--- config.mk ---
export PLATFORM = sky130hd
export DESIGN_NAME = uss_core
export DESIGN_NICKNAME = d
export VERILOG_FILES = /design/src/rtl/uss_pkg.sv /design/src/rtl/uss_core.sv
export SDC_FILE = /design/constraint.sdc
export NUM_CORES = 1
export LEC_CHECK = 0
export BUFFER_PORTS_ARGS = -buffer_cell sky130_fd_sc_hd__buf_2
export CORE_MARGIN = 10
export CORE_UTILIZATION = 40
export DETAILED_ROUTE_END_ITERATION = 12
export GPL_ROUTABILITY_DRIVEN = 0
export SLEW_MARGIN = 20
export SYNTH_ARGS = -nofsm -noshare
export SYNTH_HDL_FRONTEND = slang
export SYNTH_SLANG_ARGS = --single-unit
--- constraint.sdc ---
create_clock -name CLK_SYS_IN -period 6.7 [get_ports CLK_SYS_IN]
set_clock_uncertainty 0.2 [all_clocks]
set_input_delay 0.335 -clock CLK_SYS_IN [delete_from_list [all_inputs] [get_ports CLK_SYS_IN]]
set_output_delay 0.335 -clock CLK_SYS_IN [all_outputs]
set_load 0.1 [all_outputs]
--- src/rtl/uss_pkg.sv ---
/*
  Constants and types for the universal serial shift core.
  Assumes a 125 MHz system clock and word-aligned Avalon-MM register access.
*/
package uss_pkg;

  // ****************************************************************
  // Bus and register map.
  // ****************************************************************
  localparam int USS_ADDR_W = 8;
  localparam int USS_DATA_W = 32;
  localparam logic [5:0] USS_IDX_CONTROL = 6'h0d;
  localparam logic [5:0] USS_IDX_STATUS = 6'h0e;
  localparam logic [5:0] USS_IDX_SHIFT = 6'h0f;
  localparam logic [5:0] USS_IDX_BUFFER = 6'h10;

  // ****************************************************************
  // Field positions.
  // ****************************************************************
  localparam int USS_CTL_START_IE = 7;
  localparam int USS_CTL_WRAP_IE = 6;
  localparam int USS_CTL_MODE_HI = 5;
  localparam int USS_CTL_MODE_LO = 4;
  localparam int USS_CTL_CSEL_HI = 3;
  localparam int USS_CTL_CSEL_LO = 2;
  localparam int USS_CTL_SHIFT_STB = 1;
  localparam int USS_CTL_TOGGLE_STB = 0;
  localparam int USS_STS_START = 7;
  localparam int USS_STS_WRAP = 6;
  localparam int USS_STS_STOP = 5;
  localparam int USS_STS_COLL = 4;

  // ****************************************************************
  // Encodings and reset values.
  // ****************************************************************
  localparam logic [1:0] USS_MODE_OFF = 2'h0;
  localparam logic [1:0] USS_MODE_THREE = 2'h1;
  localparam logic [1:0] USS_MODE_TWO_HOLD = 2'h3;
  localparam logic [1:0] USS_CSEL_SOFT = 2'h0;
  localparam logic [1:0] USS_CSEL_TIMER = 2'h1;
  localparam logic [1:0] USS_CSEL_EXT_RISE = 2'h2;
  localparam logic [1:0] USS_CSEL_EXT_FALL = 2'h3;
  localparam logic [3:0] USS_CNT_MAX = 4'hf;
  localparam logic [7:0] USS_BYTE_RESET = 8'h00;

  // ****************************************************************
  // Timing.
  // ****************************************************************
  localparam int USS_CLK_PERIOD_NS = 8;
  localparam int USS_SDA_DELAY_MIN_NS = 50;
  localparam int USS_SDA_DELAY_MAX_NS = 300;
  localparam int USS_SDA_DELAY_CYC = (USS_SDA_DELAY_MIN_NS + USS_CLK_PERIOD_NS - 1) / USS_CLK_PERIOD_NS;

  // ****************************************************************
  // Types.
  // ****************************************************************
  typedef struct packed {
    logic start_ie;
    logic wrap_ie;
    logic [1:0] mode;
    logic [1:0] csel;
  } uss_ctrl_t;

  typedef struct packed {
    uss_ctrl_t ctl;
    logic tc_count;
    logic [7:0] shift;
    logic [7:0] rxbuf;
    logic [3:0] cnt;
    logic start_f;
    logic wrap_f;
    logic stop_f;
    logic start_hold;
    logic out_latch;
    logic [1:0] scl_sync;
    logic [1:0] sda_sync;
    logic scl_prev;
    logic [USS_SDA_DELAY_CYC:0] sda_dly;
    logic wait_r;
    logic [USS_DATA_W-1:0] rdata;
    logic do_o;
    logic do_oe;
    logic sda_oe;
    logic scl_oe;
    logic irq_s;
    logic irq_w;
    logic wake_all;
    logic wake_idle;
  } uss_state_t;

  localparam uss_state_t USS_ST_RESET = '{wait_r: 1'b1, default: '0};

endpackage : uss_pkg

--- src/rtl/uss_core.sv ---
/*
  Universal serial shift core: shift data register with output latch,
  receive buffer, 4-bit edge counter, status flags and start/stop detection.
  Assumes an Avalon-MM master with waitrequest, open-drain pad logic outside,
  a timer compare-match pulse on the system clock, and a port direction bit.
*/
// The Avalon-MM interface to the registers was chosen for this implementation.
`timescale 1ns/1ps
`default_nettype none

module uss_core (
  // Clock and reset.
  input wire logic CLK_SYS_IN,
  input wire logic RST_N_IN,
  // Avalon-MM slave.
  input wire logic [uss_pkg::USS_ADDR_W-1:0] AVS_ADDRESS_IN,
  input wire logic AVS_READ_IN,
  input wire logic AVS_WRITE_IN,
  input wire logic [uss_pkg::USS_DATA_W-1:0] AVS_WRITEDATA_IN,
  input wire logic [3:0] AVS_BYTEENABLE_IN,
  output logic [uss_pkg::USS_DATA_W-1:0] AVS_READDATA_OUT,
  output logic AVS_WAITREQUEST_OUT,
  // Serial pins.
  input wire logic SERIAL_IN_PIN_IN,
  input wire logic SERIAL_CLOCK_PIN_IN,
  output logic DATA_OUT_PIN_OUT,
  output logic DATA_OUT_OE_OUT,
  output logic SDA_OUT,
  output logic SDA_OE_OUT,
  output logic SCL_OUT,
  output logic SCL_OE_OUT,
  // Neighbouring logic.
  input wire logic TIMER_MATCH_IN,
  input wire logic DATA_DIR_IN,
  // Interrupt requests and wake-up.
  output logic START_IRQ_OUT,
  output logic WRAP_IRQ_OUT,
  output logic WAKE_ALL_OUT,
  output logic WAKE_IDLE_OUT
);
  import uss_pkg::*;

  // ****************************************************************
  // Helpers.
  // ****************************************************************
  // A flag update in which a set in the same cycle beats the clear.
  function automatic logic flag_upd(input logic old, input logic set, input logic clr);
    flag_upd = set | (old & ~clr);
  endfunction : flag_upd

  // ****************************************************************
  // State.
  // ****************************************************************
  uss_state_t s_reg;
  uss_state_t s_next;

  logic scl;
  logic sda;
  logic ext_rise;
  logic ext_fall;
  logic dly_fell;
  logic dly_rose;
  logic two_wire;
  logic start_det;
  logic stop_det;
  logic accept;
  logic wr_go;
  logic [5:0] idx;
  logic wr_ctl;
  logic wr_sts;
  logic wr_dat;
  logic [7:0] wbyte;
  logic strobe_clk;
  logic strobe_tc;
  logic shift_tick;
  logic count_tick;
  logic wrap;
  logic start_set;
  logic transparent;
  logic [7:0] status_rd;
  logic [7:0] ctl_rd;

  always_comb begin
    s_next = s_reg;
    // ****************************************************************
    // Pin synchronisers and edge finding.
    // ****************************************************************
    s_next.scl_sync = {s_reg.scl_sync[0], SERIAL_CLOCK_PIN_IN};
    s_next.sda_sync = {s_reg.sda_sync[0], SERIAL_IN_PIN_IN};
    s_next.scl_prev = s_reg.scl_sync[1];
    s_next.sda_dly = {s_reg.sda_dly[USS_SDA_DELAY_CYC-1:0], s_reg.sda_sync[1]};
    scl = s_reg.scl_sync[1];
    sda = s_reg.sda_sync[1];
    ext_rise = scl & ~s_reg.scl_prev;
    ext_fall = ~scl & s_reg.scl_prev;

    // ****************************************************************
    // Start and stop detection.
    // ****************************************************************
    // The clock line is sampled against the delayed data line.
    dly_fell = ~s_reg.sda_dly[USS_SDA_DELAY_CYC-1] & s_reg.sda_dly[USS_SDA_DELAY_CYC];
    dly_rose = s_reg.sda_dly[USS_SDA_DELAY_CYC-1] & ~s_reg.sda_dly[USS_SDA_DELAY_CYC];
    two_wire = s_reg.ctl.mode[1];
    // Detection looks at the pins and is enabled only in the two-wire modes (mode[1] set).
    start_det = two_wire & scl & dly_fell;
    stop_det = two_wire & scl & dly_rose;

    // ****************************************************************
    // Bus slave.
    // ****************************************************************
    accept = (AVS_READ_IN | AVS_WRITE_IN) & s_reg.wait_r;
    s_next.wait_r = ~accept;
    wr_go = AVS_WRITE_IN & ~s_reg.wait_r & AVS_BYTEENABLE_IN[0];
    idx = AVS_ADDRESS_IN[7:2];
    wbyte = AVS_WRITEDATA_IN[7:0];
    wr_ctl = wr_go & (idx == USS_IDX_CONTROL);
    wr_sts = wr_go & (idx == USS_IDX_STATUS);
    wr_dat = wr_go & (idx == USS_IDX_SHIFT);
    strobe_clk = wr_ctl & wbyte[USS_CTL_SHIFT_STB];
    strobe_tc = wr_ctl & wbyte[USS_CTL_TOGGLE_STB];
    if (wr_ctl) begin
      s_next.ctl = wbyte[USS_CTL_START_IE:USS_CTL_CSEL_LO];
      s_next.tc_count = wbyte[USS_CTL_SHIFT_STB];
    end

    // ****************************************************************
    // Clock source selection.
    // ****************************************************************
    unique case (s_next.ctl.csel)
      USS_CSEL_SOFT: shift_tick = strobe_clk;
      USS_CSEL_TIMER: shift_tick = TIMER_MATCH_IN;
      USS_CSEL_EXT_RISE: shift_tick = ext_rise;
      USS_CSEL_EXT_FALL: shift_tick = ext_fall;
    endcase
    if (s_next.ctl.csel[1]) begin
      // Both pin edges count, or toggle strobes when so chosen.
      count_tick = s_next.tc_count ? strobe_tc : (ext_rise | ext_fall);
    end else begin
      // Software strobe or timer match, which chains the two counters.
      count_tick = shift_tick;
    end

    // ****************************************************************
    // Counter.
    // ****************************************************************
    wrap = count_tick & (s_reg.cnt == USS_CNT_MAX);
    if (wr_sts) begin
      s_next.cnt = wbyte[3:0];
    end else if (count_tick) begin
      s_next.cnt = s_reg.cnt + 4'h1;
    end

    // ****************************************************************
    // Shift data register and receive buffer.
    // ****************************************************************
    if (wr_dat) begin
      s_next.shift = wbyte;
    end else if (shift_tick) begin
      s_next.shift = {s_reg.shift[6:0], sda};
    end
    if (wrap) begin
      s_next.rxbuf = s_next.shift;
    end

    // ****************************************************************
    // Status flags.
    // ****************************************************************
    if (two_wire) begin
      start_set = start_det;
    end else begin
      start_set = s_next.ctl.csel[1] & ~s_next.tc_count & (ext_rise | ext_fall);
    end
    s_next.start_f = flag_upd(s_reg.start_f, start_set, wr_sts & wbyte[USS_STS_START]);
    s_next.wrap_f = flag_upd(s_reg.wrap_f, wrap, wr_sts & wbyte[USS_STS_WRAP]);
    s_next.stop_f = flag_upd(s_reg.stop_f, stop_det, wr_sts & wbyte[USS_STS_STOP]);

    // ****************************************************************
    // Clock hold.
    // ****************************************************************
    if (~s_next.start_f | ~two_wire) begin
      s_next.start_hold = 1'b0;
    end else if (ext_fall) begin
      s_next.start_hold = 1'b1;
    end
    s_next.scl_oe = two_wire & (s_next.start_hold | ((s_next.ctl.mode == USS_MODE_TWO_HOLD) & s_next.wrap_f));

    // ****************************************************************
    // Output latch and pins.
    // ****************************************************************
    if (~s_next.ctl.csel[1]) begin
      transparent = 1'b1;
    end else if (s_next.ctl.csel == USS_CSEL_EXT_RISE) begin
      transparent = ~scl;
    end else begin
      transparent = scl;
    end
    if (transparent) begin
      s_next.out_latch = s_next.shift[7];
    end
    s_next.do_o = s_next.out_latch;
    s_next.do_oe = (s_next.ctl.mode == USS_MODE_THREE) & DATA_DIR_IN;
    s_next.sda_oe = two_wire & DATA_DIR_IN & ~s_next.out_latch;

    // ****************************************************************
    // Interrupt requests and wake-up.
    // ****************************************************************
    s_next.irq_s = s_next.start_f & s_next.ctl.start_ie;
    s_next.irq_w = s_next.wrap_f & s_next.ctl.wrap_ie;
    s_next.wake_all = s_next.irq_s;
    s_next.wake_idle = s_next.irq_s | s_next.irq_w;

    // ****************************************************************
    // Read data.
    // ****************************************************************
    ctl_rd = {s_reg.ctl, 2'h0};
    status_rd = {s_reg.start_f, s_reg.wrap_f, s_reg.stop_f, s_reg.shift[7] ^ sda, s_reg.cnt};
    if (accept & AVS_READ_IN) begin
      unique case (idx)
        USS_IDX_CONTROL: s_next.rdata = {24'h000000, ctl_rd};
        USS_IDX_STATUS: s_next.rdata = {24'h000000, status_rd};
        USS_IDX_SHIFT: s_next.rdata = {24'h000000, s_reg.shift};
        USS_IDX_BUFFER: s_next.rdata = {24'h000000, s_reg.rxbuf};
        default: s_next.rdata = 32'h00000000;
      endcase
    end
  end

  // ****************************************************************
  // Registers.
  // ****************************************************************
  always_ff @(posedge CLK_SYS_IN or negedge RST_N_IN) begin
    if (!RST_N_IN) begin
      s_reg <= USS_ST_RESET;
    end else begin
      s_reg <= s_next;
    end
  end

  // ****************************************************************
  // Outputs.
  // ****************************************************************
  assign AVS_READDATA_OUT = s_reg.rdata;
  assign AVS_WAITREQUEST_OUT = s_reg.wait_r;
  assign DATA_OUT_PIN_OUT = s_reg.do_o;
  assign DATA_OUT_OE_OUT = s_reg.do_oe;
  assign SDA_OUT = 1'b0;
  assign SDA_OE_OUT = s_reg.sda_oe;
  assign SCL_OUT = 1'b0;
  assign SCL_OE_OUT = s_reg.scl_oe;
  assign START_IRQ_OUT = s_reg.irq_s;
  assign WRAP_IRQ_OUT = s_reg.irq_w;
  assign WAKE_ALL_OUT = s_reg.wake_all;
  assign WAKE_IDLE_OUT = s_reg.wake_idle;

endmodule : uss_core

`default_nettype wire

==> flow_summary_export.csv <==
group,metric,value,unit
power,power_leakage,1.769,nW
placed_design,place_hpwl,5848,µm
synthesis,async_flop_share,100.0,%
clocking,cts-root-buf,"clkbuf_8",
global_route,antenna_found_initial,0,
routing,antenna_left,0,
final_layout,final_common_cell,"dfrtp_1",
worst_setup_path,cp-startpoint,"AVS_ADDRESS_IN[6]",
synthesis,synth_xor_xnor_area_share,0.8089,%
outcome,status,"complete, no violations",
final_layout,drive_gt1_share,22.42,%
global_route,track_usage,13.50,%
global_route,grt_pass1_wl,12380,µm
routing,drt-vias-per-instance,5.438,
worst_hold_path,min_from,"DATA_DIR_IN",
floorplan,rows,32,
synthesis,syn_inst,296,
routing,wl_per_cell,18.30,µm
routing,first_pass_iters,4,
clocking,numClockSinks,60,
clocking,cts_buffer_depth,2,
worst_setup_path,crit_slowest_cell,"o22ai_2",
synthesis,synth_flop_cell,"dfrtp_1",
floorplan,die_area,12120,µm²
worst_setup_path,reg2reg_from,"AVS_WAITREQUEST_OUT$_DFF_PN1_",
worst_setup_path,path_max_fanout,11,
timing,setup_viol,0,
clocking,clk_latency,350,ps
timing,min_period,2990,ps
routing,wirelength,8072,µm
worst_setup_path,cp_cell_sequence,"buf_2 -> nand4bb_1 -> o31a_1 -> o22ai_2 -> nand3_2 -> mux2_1",
clocking,post_cts_buffers,0,
synthesis,avgSynthCellArea,10.97,µm²
floorplan,start_util,41.60,%
clocking,clkTransAtPathRegs,70,ps
timing,fmax,334.4,MHz
final_layout,layout_common_cells,"dfrtp_1, buf_2, conb_1",
timing,slew_headroom,40.58,%
final_layout,syn_to_final_growth,11.36,%
global_route,globalRouteOverflowTotal,0,
final_layout,layout.nets,389,
floorplan,num_io_pins,95,
synthesis,ys.warnings.count,0,
synthesis,synth-seq-area-share,46.26,%
power,power_density,290.9,nW/µm²
worst_setup_path,slowest_delay,620,ps
routing,drt-initial-drc-count,140,
synthesis,synth_top_family_by_area,"compound AO/OA/AOI/OAI gates",
final_layout,num_antenna_cells,0,
worst_setup_path,path_class,"primary input to flip-flop",
worst_setup_path,worst_setup_path_start_kind,"primary input",
synthesis,synth_top_cell_by_area,"dfrtp_1",
routing,vias,2398,
clocking,cts_made_buffers,9,
final_layout,finalCoreUtilization,46.33,%
global_route,grt_max_degree,61,
timing,tightest_slew,886.5,ps
synthesis,synth_simple_gate_area_share,14.25,%
synthesis,synth_edf_count,0,
placed_design,io_buffers,39,
final_layout,largest_register_ffs,27,
synthesis,synth_adder_area_share,1.156,%
floorplan,die_w,110.1,µm
timing,rsz0062_at_grt,"false",
synthesis,ys_types,71,
floorplan,die_h,110.1,µm
synthesis,synth_top_area_share,45.45,%
worst_setup_path,cp_num_buf_inv,1,
worst_hold_path,min_path_type,"primary input to flip-flop",
synthesis,synthTopCellsByArea,"dfrtp_1, buf_4, mux2i_1, a22o_1, nor2_1",
clocking,ctsHtreeMaxLevel,3,
timing,hold_violations,0,
worst_setup_path,crit_family,"compound AO/OA/AOI/OAI gates",
global_route,grt_pass1_vias,2316,
worst_setup_path,crit_arrival,3020,ps
synthesis,ys_seq_elements,60,
clocking,cts_tree,"built",
synthesis,netlist_area,3248,µm²
floorplan,core,7807,µm²
job,maxCapViolations,0,
timing,fin_tns_setup,0,ps
power,peakVddDrop,161.6,µV
worst_setup_path,crit_path_end_kind,"flip-flop",
synthesis,muxShareOfSynthArea,5.778,%
worst_setup_path,required,6730,ps
routing,drcViolationCount,0,
synthesis,synth_compound_area_share,20.34,%
timing,drv_slew,0,
timing,post-route-period-util,44.63,%
routing by layer:
layer	vias to the layer above	share of wire (%)	GRT usage (%)
met3	10	10	4.237
met2	100	44	20.41
li1	1109	-	-
met5	-	0	0
met4	0	1.4	5.046
met1	1179	44	17.75
power breakdown:
group	switching, mW	internal (mW)
clock network	0.158	0.184
logic	0.204	0.0712
registers	0.0306	0.404
synth_stat cells, types with 4 or more instances:
cell	instances
a21o_1	4
a221o_1	5
a22o_1	13
a32o_1	5
buf_4	39
dfrtp_1	59
inv_1	12
mux2_1	4
mux2i_1	12
nand2_1	19
nand2b_1	4
nor2_1	24
nor2b_1	4
nor3_1	7
worst min-delay path, cell delays in order:
cell	delay [ps]
buf_2	90
inv_1	60
nor3b_1	50
worst paths after layout:
kind,endpoint,cells past startpoint,slack [ps]
setup / recovery,s_reg[69]$_DFFE_PN0P_,6,3710
hold / removal,DATA_OUT_OE_OUT$_DFF_PN0_,3,30
setup reg to reg,s_reg[69]$_DFFE_PN0P_,5,3720
hold reg to reg,s_next[47]$_DFF_PN0_,0,150
max in group asynchronous,AVS_READDATA_OUT[4]$_DFFE_PN0P_,3,5310
min in group asynchronous,s_reg[79]$_DFF_PN0_,3,460
through the flow:
step | instances | setup slack, ps | hold WS (ps) | instance area, µm² | total power, mW
2_1_floorplan | 321 | 4112 | -160.6 | 3342 | 0.6707
3_3_place_gp | 420 | 3449 | 131.7 | 3358 | 0.7097
3_5_place_dp | 420 | 3428 | 135.8 | 3358 | 0.7135
4_1_cts | 441 | 3718 | 19.56 | 3617 | 1.059
5_1_grt | 441 | 3649 | 43.87 | 3617 | 1.103
6_report | 441 | 3710 | 29.59 | 3617 | 1.052
layout make-up:
cell class                      count  area [µm²]
Inverter                           12       45.04
Clock inverter                      6       71.32
Tap cell                          102       127.6
Clock buffer                       10       137.6
Fill cell                         746        4190
Multi-Input combinational cell    205        1473
Sequential cell                    60        1503
Timing Repair Buffer               46       260.3
kinds of logic (layout without fill, tap and decap cells):
logic type	after synthesis	after routing
AO/OA/AOI/OAI	71	71
XOR/XNOR	3	3
adder cells (fa/ha/maj)	3	3
buffers and inverters	56	74
flip-flops	60	60
multiplexers	17	17
other	1	26
AND/OR/NAND/NOR	85	85
timing repair:
action | in CTS | in global routing
endpoints found under the setup margin | 0 | 0
resized for setup | 0 | 0
hold buffers | 5 | 0
endpoints found under the hold margin | 62 | 0
Power figures use the tool's default switching activity.
